[src/verilog/rmpc_params.svh]
// Purpose: constants of the radio mode and preamble configuration bank
// Assumes: included by its bare name from every design file that needs it
// Notes: definitions only; offsets are register indices, byte address is four times the index
`ifndef RMPC_PARAMS_SVH
`define RMPC_PARAMS_SVH

// ==========================================================================
// register indices (byte address = index * 4)
`define RMPC_IDX_GAIN 10'h117
`define RMPC_IDX_PHASE 10'h118
`define RMPC_IDX_AMP 10'h119
`define RMPC_IDX_MODE 10'h11A
`define RMPC_IDX_PRE 10'h11B
`define RMPC_IDX_STATUS 10'h100

// ==========================================================================
// field positions
`define RMPC_KP_MSB 7
`define RMPC_KP_LSB 4
`define RMPC_KI_MSB 3
`define RMPC_KI_LSB 0
`define RMPC_TRIM_MSB 6
`define RMPC_BIT_SMART_WAKE 7
`define RMPC_BIT_FILTER_CAL 6
`define RMPC_BIT_WAKE_QUAL 5
`define RMPC_BIT_SEND_LISTEN 4
`define RMPC_BIT_LISTEN_SEND 3
`define RMPC_BIT_CUSTOM_LOCK 2
`define RMPC_BIT_AMP_RX 1
`define RMPC_BIT_AMP_TX 0
`define RMPC_TOL_MSB 3

// ==========================================================================
// reset values
`define RMPC_RST_GAIN 8'h37
`define RMPC_RST_ZERO 8'h00

// ==========================================================================
// preamble judging and loop settings
`define RMPC_PAIRS 4'hC
`define RMPC_TOL_OFF 4'h0
`define RMPC_LOCK_SETTING 2'h3

`endif

[src/verilog/rmpc_pkg.sv]
// Purpose: types shared by the configuration bank and its helpers
// Assumes: constants live in rmpc_params.svh
// Notes: radio states are binary coded
package rmpc_pkg;

  // ==========================================================================
  // radio state of the device
  typedef enum logic [2:0] {
    powered_sleep_state = 3'b000,
    powered_off_state = 3'b001,
    powered_on_state = 3'b010,
    receive_state = 3'b011,
    transmit_state = 3'b100,
    filter_cal_state = 3'b101,
    synth_lock_state = 3'b110
  } rmpc_radio_e;

  // ==========================================================================
  // commands and events from the surrounding radio
  typedef struct packed {
    logic go_sleep; // pulse: sleep from powered off
    logic go_off; // pulse: power off
    logic go_on; // pulse: power on / leave rx or tx
    logic go_rx; // pulse: start receive
    logic go_tx; // pulse: start transmit
    logic packet_mode; // level: packet data mode selected
    logic tx_end; // pulse: packet transmission finished
    logic rx_valid_end; // pulse: valid packet received
    logic sync_found; // pulse: sync word matched
    logic pair_valid; // pulse: one preamble bit pair judged
    logic pair_err; // with pair_valid: pair was wrong
    logic [1:0] freq_loop_lock_setting; // frequency loop mode
  } rmpc_evt_s;

  // configuration applied to the datapath
  typedef struct packed {
    logic [3:0] freq_loop_prop_gain;
    logic [3:0] freq_loop_int_gain;
    logic [15:0] prop_gain_factor;
    logic [15:0] int_gain_factor;
    logic [6:0] iq_phase_value;
    logic [6:0] iq_amplitude_value;
    logic smart_wake_enable;
    logic wake_signal_qualify;
  } rmpc_cfg_s;

  // test pin drive: output and enable
  typedef struct packed {
    logic test_pin_one;
    logic test_pin_one_oe;
    logic test_pin_two;
    logic test_pin_two_oe;
  } rmpc_pins_s;

  // state of the top module
  typedef struct packed {
    logic [7:0] gain;
    logic [7:0] phase;
    logic [7:0] amp;
    logic [7:0] mode;
    logic [7:0] pre;
    rmpc_radio_e radio;
    rmpc_radio_e target;
    logic [15:0] cal_cnt;
    logic locked;
    logic [31:0] rdata;
    logic wait_q;
    rmpc_cfg_s cfg;
    rmpc_pins_s pins;
  } rmpc_top_s;

  // state of the lock timer
  typedef struct packed {
    logic busy;
    logic [15:0] cnt;
    logic done;
  } rmpc_lock_s;

  // state of the preamble judge
  typedef struct packed {
    logic [11:0] hist;
    logic [3:0] seen;
    logic found;
  } rmpc_pre_s;

endpackage

[src/verilog/rmpc_lock_timer.sv]
// Purpose: times synthesizer settling before receive or transmit
// Assumes: start is a one-cycle pulse; custom time counted in clock cycles
// Notes: done is a one-cycle pulse from a flip-flop
`timescale 1ns/1ps
`include "rmpc_params.svh"
module rmpc_lock_timer import rmpc_pkg::*; #(
  parameter int LOCK_CYCLES = 32
) (
  // clock and reset
  input wire logic clock,
  input wire logic rst_n,
  // control
  input wire logic start,
  input wire logic custom_en,
  input wire logic [15:0] custom_cycles,
  // result
  output logic done
);
  if (LOCK_CYCLES < 1 || LOCK_CYCLES > 65535) begin : g_chk
    $error("LOCK_CYCLES out of range");
  end

  rmpc_lock_s st; // current state
  rmpc_lock_s next_st; // next state

  // ==========================================================================
  // count down the selected lock time
  always_comb begin
    next_st = st;
    next_st.done = 1'b0;
    if (start) begin
      next_st.busy = 1'b1;
      // custom time of zero would wrap the counter and run 65536 cycles, so it acts as one cycle
      if (custom_en) begin
        next_st.cnt = (custom_cycles == 16'h0000) ? 16'h0001 : custom_cycles;
      end else begin
        next_st.cnt = 16'(LOCK_CYCLES);
      end
    end else if (st.busy) begin
      if (st.cnt == 16'h0001) begin
        next_st.busy = 1'b0;
        next_st.done = 1'b1;
      end else begin
        next_st.cnt = st.cnt - 16'h0001;
      end
    end
  end

  // state register
  always_ff @(posedge clock) begin
    if (!rst_n) begin
      st <= '0;
    end else begin
      st <= next_st;
    end
  end

  assign done = st.done;
endmodule

[src/verilog/rmpc_preamble_judge.sv]
// Purpose: judges the preamble over the last twelve bit pairs
// Assumes: pair_valid/pair_err come from the demodulator in receive
// Notes: clear restarts the window; found is a level until clear
`timescale 1ns/1ps
`include "rmpc_params.svh"
module rmpc_preamble_judge import rmpc_pkg::*; (
  // clock and reset
  input wire logic clock,
  input wire logic rst_n,
  // control
  input wire logic clear,
  input wire logic [3:0] tol_code,
  // bit pairs
  input wire logic pair_valid,
  input wire logic pair_err,
  // result
  output logic found
);
  rmpc_pre_s st; // current state
  rmpc_pre_s next_st; // next state
  logic [3:0] errs; // wrong pairs in window

  // count ones in the window
  function automatic logic [3:0] pop12(input logic [11:0] v);
    logic [3:0] n;
    n = 4'h0;
    for (int i = 0; i < 12; i++) begin
      n = n + {3'b000, v[i]};
    end
    return n;
  endfunction

  // ==========================================================================
  // sliding window of twelve pairs
  always_comb begin
    next_st = st;
    errs = pop12({st.hist[10:0], pair_err});
    if (clear) begin
      next_st = '0;
    end else if (pair_valid && !st.found) begin
      next_st.hist = {st.hist[10:0], pair_err};
      if (st.seen != `RMPC_PAIRS) begin
        next_st.seen = st.seen + 4'h1;
      end
      // code 0 and reserved codes above twelve never detect
      if (tol_code != `RMPC_TOL_OFF && tol_code <= `RMPC_PAIRS &&
          st.seen >= `RMPC_PAIRS - 4'h1 && errs <= `RMPC_PAIRS - tol_code) begin
        next_st.found = 1'b1;
      end
    end
  end

  // state register
  always_ff @(posedge clock) begin
    if (!rst_n) begin
      st <= '0;
    end else begin
      st <= next_st;
    end
  end

  assign found = st.found;
endmodule

[src/verilog/rmpc_top.sv]
// Purpose: radio mode and preamble configuration bank with its consumers
// Assumes: avalon-mm slave, byte addresses, 32-bit data; events synchronous
// Notes: one wait state on every access; configuration is 8 bits in the low byte
//
// The Avalon-MM interface to the registers was decided locally.
`timescale 1ns/1ps
`include "rmpc_params.svh"
module rmpc_top import rmpc_pkg::*; #(
  parameter int CAL_CYCLES = 64,
  parameter int LOCK_CYCLES = 32
) (
  // clock and reset
  input wire logic clock,
  input wire logic rst_n,
  // avalon-mm slave
  input wire logic [11:0] address,
  input wire logic read,
  input wire logic write,
  input wire logic [31:0] writedata,
  output logic [31:0] readdata,
  output logic waitrequest,
  // radio commands and events
  input rmpc_evt_s evt,
  input wire logic [15:0] custom_lock_time,
  // configuration and status to the radio
  output rmpc_cfg_s cfg,
  output rmpc_radio_e radio_state,
  output logic freq_loop_locked,
  output logic preamble_found,
  // external amplifier pins
  output rmpc_pins_s pins
);
  // ==========================================================================
  // elaboration checks
  if (CAL_CYCLES < 1 || CAL_CYCLES > 65535) begin : g_chk_cal
    $error("CAL_CYCLES out of range");
  end

  // ==========================================================================
  // declarations
  rmpc_top_s st; // all registered state
  rmpc_top_s next_st; // value for next edge
  logic lock_start; // pulse into lock timer
  logic lock_done; // synthesizer settled
  logic pre_clear; // restart preamble window
  logic pre_found; // preamble accepted
  logic access; // request taken this edge
  logic [7:0] wbyte; // written byte
  logic lock_event; // frequency loop may lock
  logic turn_ok; // turnaround allowed

  // two raised to a four-bit code
  function automatic logic [15:0] pow2(input logic [3:0] code);
    return 16'h0001 << code;
  endfunction

  // address match for one register index
  function automatic logic hit(input logic [11:0] addr, input logic [9:0] idx);
    return addr == {idx, 2'b00};
  endfunction

  // ==========================================================================
  // helpers
  rmpc_lock_timer #(
    .LOCK_CYCLES(LOCK_CYCLES)
  ) u_lock (
    .clock(clock),
    .rst_n(rst_n),
    .start(lock_start),
    .custom_en(st.mode[`RMPC_BIT_CUSTOM_LOCK]),
    .custom_cycles(custom_lock_time),
    .done(lock_done)
  );

  rmpc_preamble_judge u_pre (
    .clock(clock),
    .rst_n(rst_n),
    .clear(pre_clear),
    .tol_code(st.pre[`RMPC_TOL_MSB:0]),
    .pair_valid(evt.pair_valid),
    .pair_err(evt.pair_err),
    .found(pre_found)
  );

  // ==========================================================================
  // next state
  always_comb begin
    next_st = st;
    lock_start = 1'b0;
    access = (read || write) && !st.wait_q;
    wbyte = writedata[7:0];
    turn_ok = evt.packet_mode;
    pre_clear = (st.radio != receive_state);
    // frequency loop locks on the preamble, or on sync only with detection off
    if (st.pre[`RMPC_TOL_MSB:0] == `RMPC_TOL_OFF) begin
      lock_event = evt.sync_found;
    end else begin
      lock_event = pre_found;
    end

    // bus handshake: wait one cycle, then answer
    next_st.wait_q = !((read || write) && st.wait_q);
    next_st.rdata = st.rdata;

    // --------------------------------------------------------------
    // register writes, taken at the edge with waitrequest low
    if (access && write) begin
      if (hit(address, `RMPC_IDX_GAIN)) begin
        next_st.gain = wbyte;
      end else if (hit(address, `RMPC_IDX_PHASE)) begin
        next_st.phase = wbyte;
      end else if (hit(address, `RMPC_IDX_AMP)) begin
        next_st.amp = wbyte;
      end else if (hit(address, `RMPC_IDX_MODE)) begin
        next_st.mode = wbyte;
      end else if (hit(address, `RMPC_IDX_PRE)) begin
        next_st.pre = wbyte;
      end
      // other addresses: write ignored
    end

    // --------------------------------------------------------------
    // read data prepared while waitrequest is high
    if (read && st.wait_q) begin
      if (hit(address, `RMPC_IDX_GAIN)) begin
        next_st.rdata = {24'h00_0000, st.gain};
      end else if (hit(address, `RMPC_IDX_PHASE)) begin
        next_st.rdata = {24'h00_0000, st.phase};
      end else if (hit(address, `RMPC_IDX_AMP)) begin
        next_st.rdata = {24'h00_0000, st.amp};
      end else if (hit(address, `RMPC_IDX_MODE)) begin
        next_st.rdata = {24'h00_0000, st.mode};
      end else if (hit(address, `RMPC_IDX_PRE)) begin
        next_st.rdata = {24'h00_0000, st.pre};
      end else if (hit(address, `RMPC_IDX_STATUS)) begin
        // status: radio state, loop lock, preamble seen
        next_st.rdata = {24'h00_0000, 3'b000, pre_found, st.locked, st.radio};
      end else begin
        next_st.rdata = 32'h0000_0000; // unmapped reads as zero
      end
    end

    // --------------------------------------------------------------
    // configuration applied to the datapath, one cycle after a write
    next_st.cfg.freq_loop_prop_gain = st.gain[`RMPC_KP_MSB:`RMPC_KP_LSB];
    next_st.cfg.prop_gain_factor = pow2(st.gain[`RMPC_KP_MSB:`RMPC_KP_LSB]);
    next_st.cfg.freq_loop_int_gain = st.gain[`RMPC_KI_MSB:`RMPC_KI_LSB];
    next_st.cfg.int_gain_factor = pow2(st.gain[`RMPC_KI_MSB:`RMPC_KI_LSB]);
    // bit seven of the trims is stored but never reaches the datapath
    next_st.cfg.iq_phase_value = st.phase[`RMPC_TRIM_MSB:0];
    next_st.cfg.iq_amplitude_value = st.amp[`RMPC_TRIM_MSB:0];
    next_st.cfg.smart_wake_enable = st.mode[`RMPC_BIT_SMART_WAKE];
    next_st.cfg.wake_signal_qualify = st.mode[`RMPC_BIT_WAKE_QUAL];

    // --------------------------------------------------------------
    // radio state machine
    case (st.radio)
      powered_sleep_state: begin
        if (evt.go_off) begin
          next_st.radio = powered_off_state;
        end
      end
      powered_off_state: begin
        if (evt.go_sleep) begin
          next_st.radio = powered_sleep_state;
        end else if (evt.go_on) begin
          // calibration is run on every off-to-on step when enabled
          if (st.mode[`RMPC_BIT_FILTER_CAL]) begin
            next_st.radio = filter_cal_state;
            next_st.cal_cnt = 16'(CAL_CYCLES);
          end else begin
            next_st.radio = powered_on_state;
          end
        end
      end
      filter_cal_state: begin
        if (st.cal_cnt == 16'h0001) begin
          next_st.radio = powered_on_state;
        end else begin
          next_st.cal_cnt = st.cal_cnt - 16'h0001;
        end
      end
      powered_on_state: begin
        if (evt.go_off) begin
          next_st.radio = powered_off_state;
        end else if (evt.go_rx) begin
          next_st.radio = synth_lock_state;
          next_st.target = receive_state;
          lock_start = 1'b1;
        end else if (evt.go_tx) begin
          next_st.radio = synth_lock_state;
          next_st.target = transmit_state;
          lock_start = 1'b1;
        end
      end
      synth_lock_state: begin
        // lock time chosen by the custom lock bit
        if (lock_done) begin
          next_st.radio = st.target;
        end
      end
      receive_state: begin
        if (evt.go_off) begin
          next_st.radio = powered_off_state;
        end else if (evt.go_on) begin
          next_st.radio = powered_on_state;
        end else if (evt.rx_valid_end && turn_ok && st.mode[`RMPC_BIT_LISTEN_SEND]) begin
          // same channel: no frequency change, only resettling
          next_st.radio = synth_lock_state;
          next_st.target = transmit_state;
          lock_start = 1'b1;
        end else if (evt.go_tx) begin
          next_st.radio = synth_lock_state;
          next_st.target = transmit_state;
          lock_start = 1'b1;
        end
      end
      transmit_state: begin
        if (evt.go_off) begin
          next_st.radio = powered_off_state;
        end else if (evt.tx_end) begin
          if (turn_ok && st.mode[`RMPC_BIT_SEND_LISTEN]) begin
            next_st.radio = synth_lock_state;
            next_st.target = receive_state;
            lock_start = 1'b1;
          end else begin
            next_st.radio = powered_on_state;
          end
        end else if (evt.go_on) begin
          next_st.radio = powered_on_state;
        end
      end
      default: begin
        next_st.radio = powered_off_state;
      end
    endcase

    // --------------------------------------------------------------
    // frequency loop lock: only in receive with the lock setting
    // cleared on the edge that leaves receive, so it never outlives the state
    if (next_st.radio != receive_state) begin
      next_st.locked = 1'b0;
    end else if (evt.freq_loop_lock_setting == `RMPC_LOCK_SETTING && lock_event) begin
      next_st.locked = 1'b1;
    end

    // --------------------------------------------------------------
    // external amplifier enables, low in sleep as well
    next_st.pins.test_pin_two_oe = st.mode[`RMPC_BIT_AMP_RX];
    next_st.pins.test_pin_two = st.mode[`RMPC_BIT_AMP_RX] && (next_st.radio == receive_state);
    next_st.pins.test_pin_one_oe = st.mode[`RMPC_BIT_AMP_TX];
    next_st.pins.test_pin_one = st.mode[`RMPC_BIT_AMP_TX] && (next_st.radio == transmit_state);
  end

  // ==========================================================================
  // state register
  always_ff @(posedge clock) begin
    if (!rst_n) begin
      st <= '0;
      st.gain <= `RMPC_RST_GAIN;
      st.phase <= `RMPC_RST_ZERO;
      st.amp <= `RMPC_RST_ZERO;
      st.mode <= `RMPC_RST_ZERO;
      st.pre <= `RMPC_RST_ZERO;
      st.radio <= powered_sleep_state;
      st.target <= powered_on_state;
      st.wait_q <= 1'b1;
    end else begin
      st <= next_st;
    end
  end

  // ==========================================================================
  // outputs, all from flip-flops
  assign readdata = st.rdata;
  assign waitrequest = st.wait_q;
  assign cfg = st.cfg;
  assign radio_state = st.radio;
  assign freq_loop_locked = st.locked;
  assign preamble_found = pre_found;
  assign pins = st.pins;
endmodule
[config.mk]
export PLATFORM = sky130hd
export DESIGN_NAME = rmpc_top
export DESIGN_NICKNAME = d
export VERILOG_FILES = /design/src/verilog/rmpc_pkg.sv /design/src/verilog/rmpc_lock_timer.sv /design/src/verilog/rmpc_preamble_judge.sv /design/src/verilog/rmpc_top.sv
export VERILOG_INCLUDE_DIRS = /design/src /design/src/verilog
export SDC_FILE = /design/constraint.sdc
export NUM_CORES = 1
export LEC_CHECK = 0
export BUFFER_PORTS_ARGS = -buffer_cell sky130_fd_sc_hd__buf_2
export CORE_MARGIN = 2
export CORE_UTILIZATION = 36
export DETAILED_ROUTE_END_ITERATION = 8
export PLACE_DENSITY_LB_ADDON = 0.12
export SLEW_MARGIN = 25
export SYNTH_ARGS = -nofsm -noshare
export SYNTH_HDL_FRONTEND = slang
export SYNTH_HIERARCHICAL = 1
export SYNTH_SLANG_ARGS = --single-unit
[constraint.sdc]
create_clock -name clock -period 3.6 [get_ports clock]
set_clock_uncertainty 0.2 [all_clocks]
set_input_delay 0.18 -clock clock [delete_from_list [all_inputs] [get_ports clock]]
set_output_delay 0.18 -clock clock [all_outputs]
set_load 0.02 [all_outputs]
* Yosys cells after proc, flatten, opt, wreduce, memory -nomap -nowiden
Cells that the tools add are included.
Cells by class: add/subtract/negate cells 15, $lt $le $gt $ge 3, eq/ne operators 31, shift-type cells 2, mux-type cells 53, bitwise logic cells 6, reductions and logical operators 38
Operators by type and width (count):
- two-way mux 16 bit | 7
- == test 12 x 11 -> 1 bit, second input constant | 6
- two-way mux 3 bit | 19
- two-way mux 8 bit | 5
- adder 4 x 1 -> 4 bit | 9
- == test 16 x 1 -> 1 bit, second input constant | 2
- case mux 16 bit (2 select lines) | 1
- left shift 1 x 4 -> 16 bit, first input constant | 2
- subtractor 16 x 1 -> 16 bit, second input constant | 2
- != test 2 bit, second input constant | 11
- case mux 3 bit (7 select lines) | 1
- two-way mux 18 bit | 1
- two-way mux 6 bit | 3
- two-way mux 17 bit | 1
- zero test 16 bit | 1
- logical AND 1 bit | 14
- == test 3 bit, second input constant | 4
- two-way mux 1 bit | 12
- AND reduction 5 bit | 2
- == test 3 x 2 -> 1 bit, second input constant | 3
- case mux 3 bit (3 select lines) | 1
- AND reduction 2 bit | 4
- AND reduction 7 bit | 1
- != test 3 x 2 -> 1 bit, second input constant | 2
- other kinds (25) | 34
Word-level totals: register bits after elaboration 190, input port bits 77, output and inout port bits 98, logic and storage cells 177

* Depth between registers and ports, before layout
depth after elaboration 14, depth in mapped cells 13, mapped depth without buffers 13

* Modules after synthesis
The synthesis kept the hierarchy.
By module, submodules not included:
- rmpc_top | instances 1, cells an instance 666, area each 6037.0 um^2
- rmpc_lock_timer | instances 1, cells an instance 130, area each 1119.8 um^2
- rmpc_preamble_judge | instances 1, cells an instance 126, area each 1051.0 um^2

* Worst setup path after synthesis
OpenSTA, ideal clock, no wires.
path type register -> register, start register u_pre/st[5] in the netlist's numbering, end register u_pre.st (netlist bit u_pre/found), library setup time 0.126 ns, arrival time 3.643 ns, data required time 3.274 ns, path slack -0.370 ns, stages on the path, launching flop included 14, buffers on the path 0, cell sequence dfxtp_1 > fa_1 > fa_1 > inv_1 > fa_1 > fa_1 > inv_1 > ha_1 > fa_1 > xor2_1 > ha_1 > and4_1 > a21oi_1 > o22ai_1
Between the ends: cells in the longest elaborated chain, start to end 14
RTL lines:
- from (decl) | line rmpc_preamble_judge.sv:19 | rmpc_pre_s st;
- from (signal assigned) | line rmpc_preamble_judge.sv:58 | st <= next_st;
- adder 1 x 1 -> 2 bit | line rmpc_preamble_judge.sv:28 | n = n + {3'b000, v[i]};
- adder 2 x 1 -> 3 bit | line rmpc_preamble_judge.sv:28
- adder 4 x 1 -> 4 bit (9 in a row) | line rmpc_preamble_judge.sv:28
- less-or-equal comparator 4 bit | line rmpc_preamble_judge.sv:47 | st.seen >= `RMPC_PAIRS - 4'h1 && errs <= `RMPC_PAIRS - tol_code) begin
- logical AND 1 bit | line rmpc_preamble_judge.sv:46 | if (tol_code != `RMPC_TOL_OFF && tol_code <= `RMPC_PAIRS &&
- AND reduction 2 bit (no source line)
Every way passes these cells. A chain may end at the register's enable or synchronous reset.

* Worst setup path after layout
start register u_pre/st[8] in the netlist's numbering, end register u_pre.st (netlist bit u_pre/found)
Between the ends: cells in the longest elaborated chain, start to end 11
RTL lines (line):
- adder 4 x 1 -> 4 bit (8 in a row) | rmpc_preamble_judge.sv:28
- less-or-equal comparator 4 bit | rmpc_preamble_judge.sv:47
- logical AND 1 bit | rmpc_preamble_judge.sv:46
- AND reduction 2 bit (no source line)
Every way passes these cells.

==> run_results.csv <==
group,metric,value,unit
status,status,"finished with violations",
status,failed_checks,"negative hold slack, negative setup slack",
global_route,grt_antenna_before_repair,0,
worst_setup_path,critPathMaxFanout,2,
sta,fin_crit_sh,113,%
final_layout,diodes,0,
synth,avgSynthCellArea,8.90,µm²
sta,hold_violations,1,
pwr,leakage,3.89,nW
detailed_routing,dr_total_vias,6276,
sta,slew_headroom,52.6,%
worst_setup_path,crit_cells,13,
placement,place.gp.congestion,0.784,
sta,holdWs,-0.0110,ns
floorplan,ios,175,
sta,clock.fmax,246,MHz
floorplan,fp.dieArea,24000,µm²
cts,cts_buffer_depth,2,
synth,ys_async_sr_fraction,0,%
detailed_routing,drtPass1Iterations,4,
worst_setup_path,cp_cell_sequence,"fa_1, fa_1, inv_1, fa_1, fa_1, inv_1, ha_2, fa_2, ha_4, nor2b_4, o211ai_1, a21oi_1, o22ai_1",
pwr,p_per_area,429,nW/µm²
worst_setup_path,rrSetupSlack,-0.46,ns
cts,clock_sinks,166,
cts,post-cts-setup-buffers,0,
synth,yosys_warnings,6,
worst_setup_path,worstPathArrival,4.14,ns
global_route,grt_max_degree,62,
worst_setup_path,cp_common_cell,"fa_1",
floorplan,die_h,155,µm
synth,synth_top_area_share,40.5,%
worst_setup_path,slowest_delay,0.51,ns
final_layout,final_cell_area,9440,µm²
detailed_routing,first_iter_violations,372,
sta,final_max_slew_viol_count,0,
worst_setup_path,cpMaxStageDelayCell,"fa_1",
synth,synth_area_leader_cell,"dfxtp_1",
synth,syn-cell-area,8210,µm²
final_layout,area.growth.synth_to_final,15.1,%
synth,ys.flop_type,"dfxtp_1",
pwr,p_total,4.05,mW
synth,synth_seq_cells,166,
global_route,grt_usage,16.2,%
worst_setup_path,reg2reg_depth,13,
cts,root_buffer,"clkbuf_16",
worst_hold_path,hp-class,"input pin to flop",
sta,tightest_slew,0.711,ns
worst_setup_path,worstSetupStartpointType,"flop",
sta,setup_slack,-0.461,ns
cts,clk-insertion-delay-late,0.42,ns
worst_setup_path,critical_path.endpoint_type,"flop",
worst_setup_path,crit_buf_inv,2,
synth,syn-instance-count,922,
detailed_routing,drtAntennaViolNets,0,
floorplan,start_util,36.5,%
detailed_routing,wl,19.5,mm
sta,fin_crit,4.06,ns
sta,finalSetupTns,-0.461,ns
cts,numCtsBuffers,17,
sta,rsz0062_at_grt,"yes",
final_layout,final_nets,1102,
pwr,peakVddDrop,266,µV
worst_setup_path,cpLargestDelayFamily,"adder cells",
run,maxCapViolCount,0,
global_route,grt_pass1_wl,31.3,mm
final_layout,fin_util,42.0,%
worst_setup_path,worstReg2RegEnd,"u_pre/found",
cts,cts_tree,"yes",
floorplan,rows,55,
placement,place_area,8510,µm²
detailed_routing,drt-wirelength-per-cell,15.0,µm
cts,path_clk_slew,0.07,ns
placement,dp_hpwl,14.1,mm
floorplan,die_width,155,µm
synth,ys_top_cells_by_area,"dfxtp_1 40%, buf_4 8.9%, mux2i_1 4.6%, nand2_1 4.1%, nor2b_1 3.4%",
synth,ys_seq_area_share,40.5,%
final_layout,drive_gt1_share,20.3,%
cts,htreeDepth,4,
worst_setup_path,r2r-start,"u_pre/st[8]",
synth,synth_edf_count,0,
synth,synth_cell_types,77,
worst_setup_path,startpoint,"u_pre/st[8]",
placement,portBuffers,126,
worst_setup_path,criticalPathCategory,"flop to flop",
global_route,grt_overflow,0,
sta,setup_viol,1,
detailed_routing,drc,0,
global_route,grt_pass1_vias,5903,
worst_setup_path,crit_end,"u_pre/found",
worst_setup_path,critPathRequiredTime,3.68,ns
detailed_routing,viasPerCell,4.82,
floorplan,coreArea,22500,µm²
## registers in the layout, summed over array words and instances (netlist names)
name and cells:
cfg 56, freq_loop_locked 1, next_st 26, pins 4, radio_state 3, readdata 8
st 33, u_lock/done 1, u_lock/st 17, u_pre/found 1, u_pre/st 15, waitrequest 1
## routing by layer
metal | vias up | share of wire, % | GRT usage [%]
li1 | 3211 | - | -
met3 | 10 | 4.2 | 3.20
met5 | - | 0 | 0
met4 | 0 | 0.77 | 3.57
met2 | 145 | 44 | 25.8
met1 | 2910 | 51 | 22.9
## cells in the mapped netlist (all sizes together), types with 2 or more instances
cell and n:
o22ai 7, nand2b 15, nor2b 45, nor4b 6, a221oi 4, and3 4, and2 31, or2 2
a21o 8, a31oi 3, o2111ai 2, nor4 17, a32o 4, nor2 62, nand4b 3, o211ai 7
nor3 27, nand3b 5, a21boi 11, mux2 3, o311ai 4, a221o 2, nand3 17, o31ai 2
xnor2 10, nor3b 4, nor4bb 2, inv 36, dfxtp 166, o21a 2, fa 7, nand2 93
o32ai 2, o21ai 37, ha 15, a22oi 6, buf 110, or3 4, xor2 9, a21oi 42
mux2i 38, nand4 10, clkbuf 22
## repair_timing
action | in CTS | in global routing
endpoints found under the hold margin | 63 | 0
hold buffers | 29 | 0
pin swaps | 2 | 3
gates resized for setup | 3 | 1
endpoints found under the setup margin | 1 | 1
## worst reg2reg max path, stage by stage (launching register included)
cell      delay [ns]
dfxtp_2         0.33
fa_1            0.49
fa_1            0.51
inv_1           0.05
fa_1            0.49
fa_1            0.41
inv_1           0.07
ha_2            0.18
fa_2            0.46
ha_4            0.28
nor2b_4         0.12
o211ai_1        0.08
a21oi_1         0.16
o22ai_1         0.08
## cells in the final DEF (no fill, tap or decap), drive strengths merged, types with 3 or more instances in the layout
cell / netlist / routed
conb: 1 / 24
nor2b: 45 / 45
a22oi: 6 / 6
or3: 4 / 4
nand3: 17 / 17
buf: 110 / 142
nand4b: 3 / 3
xor2: 9 / 9
nor3b: 4 / 4
nand3b: 5 / 5
xnor2: 10 / 10
a21boi: 11 / 11
ha: 15 / 15
a31oi: 3 / 3
nor2: 62 / 62
o21ai: 37 / 37
o311ai: 4 / 4
and3: 4 / 4
a32o: 4 / 4
nand4: 10 / 10
inv: 36 / 45
nand2: 93 / 93
o211ai: 7 / 7
nor4b: 6 / 6
nor3: 27 / 27
clkbuf: 22 / 18
clkinv: 0 / 3
a21oi: 42 / 42
nor4: 17 / 17
a221oi: 4 / 4
nand2b: 15 / 15
mux2: 3 / 3
dlygate4sd3: 0 / 29
dfxtp: 166 / 166
o22ai: 7 / 7
fa: 7 / 7
mux2i: 38 / 38
and2: 31 / 31
a21o: 8 / 8
## cell families after synthesis
family / synth area share (%)
other cells: 0.0457
fa+ha+maj: 3.99
compound gates: 12.1
buf+inv: 12.5
simple gates: 23.5
mux: 5.32
xor+xnor: 2.03
flops: 40.5
## metrics by stage
step | worst slack, ns | instances
2_1_floorplan | -0.322 | 945
3_3_place_gp | -0.446 | 1240
3_5_place_dp | -0.525 | 1240
4_1_cts | -0.509 | 1301
5_1_grt | -0.611 | 1301
6_report | -0.461 | 1301
## worst min-delay path by stage
stage,depth (start not counted),start,to,slack [ns]
2_1_floorplan,1,read,waitrequest,0.1
3_3_place_gp,2,read,waitrequest,0.23
3_5_place_dp,2,read,waitrequest,0.22
4_1_cts,4,evt[8],st[112],0.002
5_1_grt,3,evt[1],freq_loop_locked,0.008
6_report,3,evt[1],freq_loop_locked,-0.01
## power by group
group	leakage (nW)	internal (mW)	switching [mW]
registers	1.34	1.85	0.0166
clock network	0.307	1.08	0.830
logic	2.24	0.106	0.165
total	3.89	3.03	1.01
## cell type report
type	instances	area (µm²)
multi-input combinational	611	3970
tap	285	357
sequential	166	3330
timing repair buffer	171	1040
fill	2300	13100
inverter	36	135
clock inverter	14	179
clock buffer	18	439
Note: power is estimated with default switching activity, not from simulation.
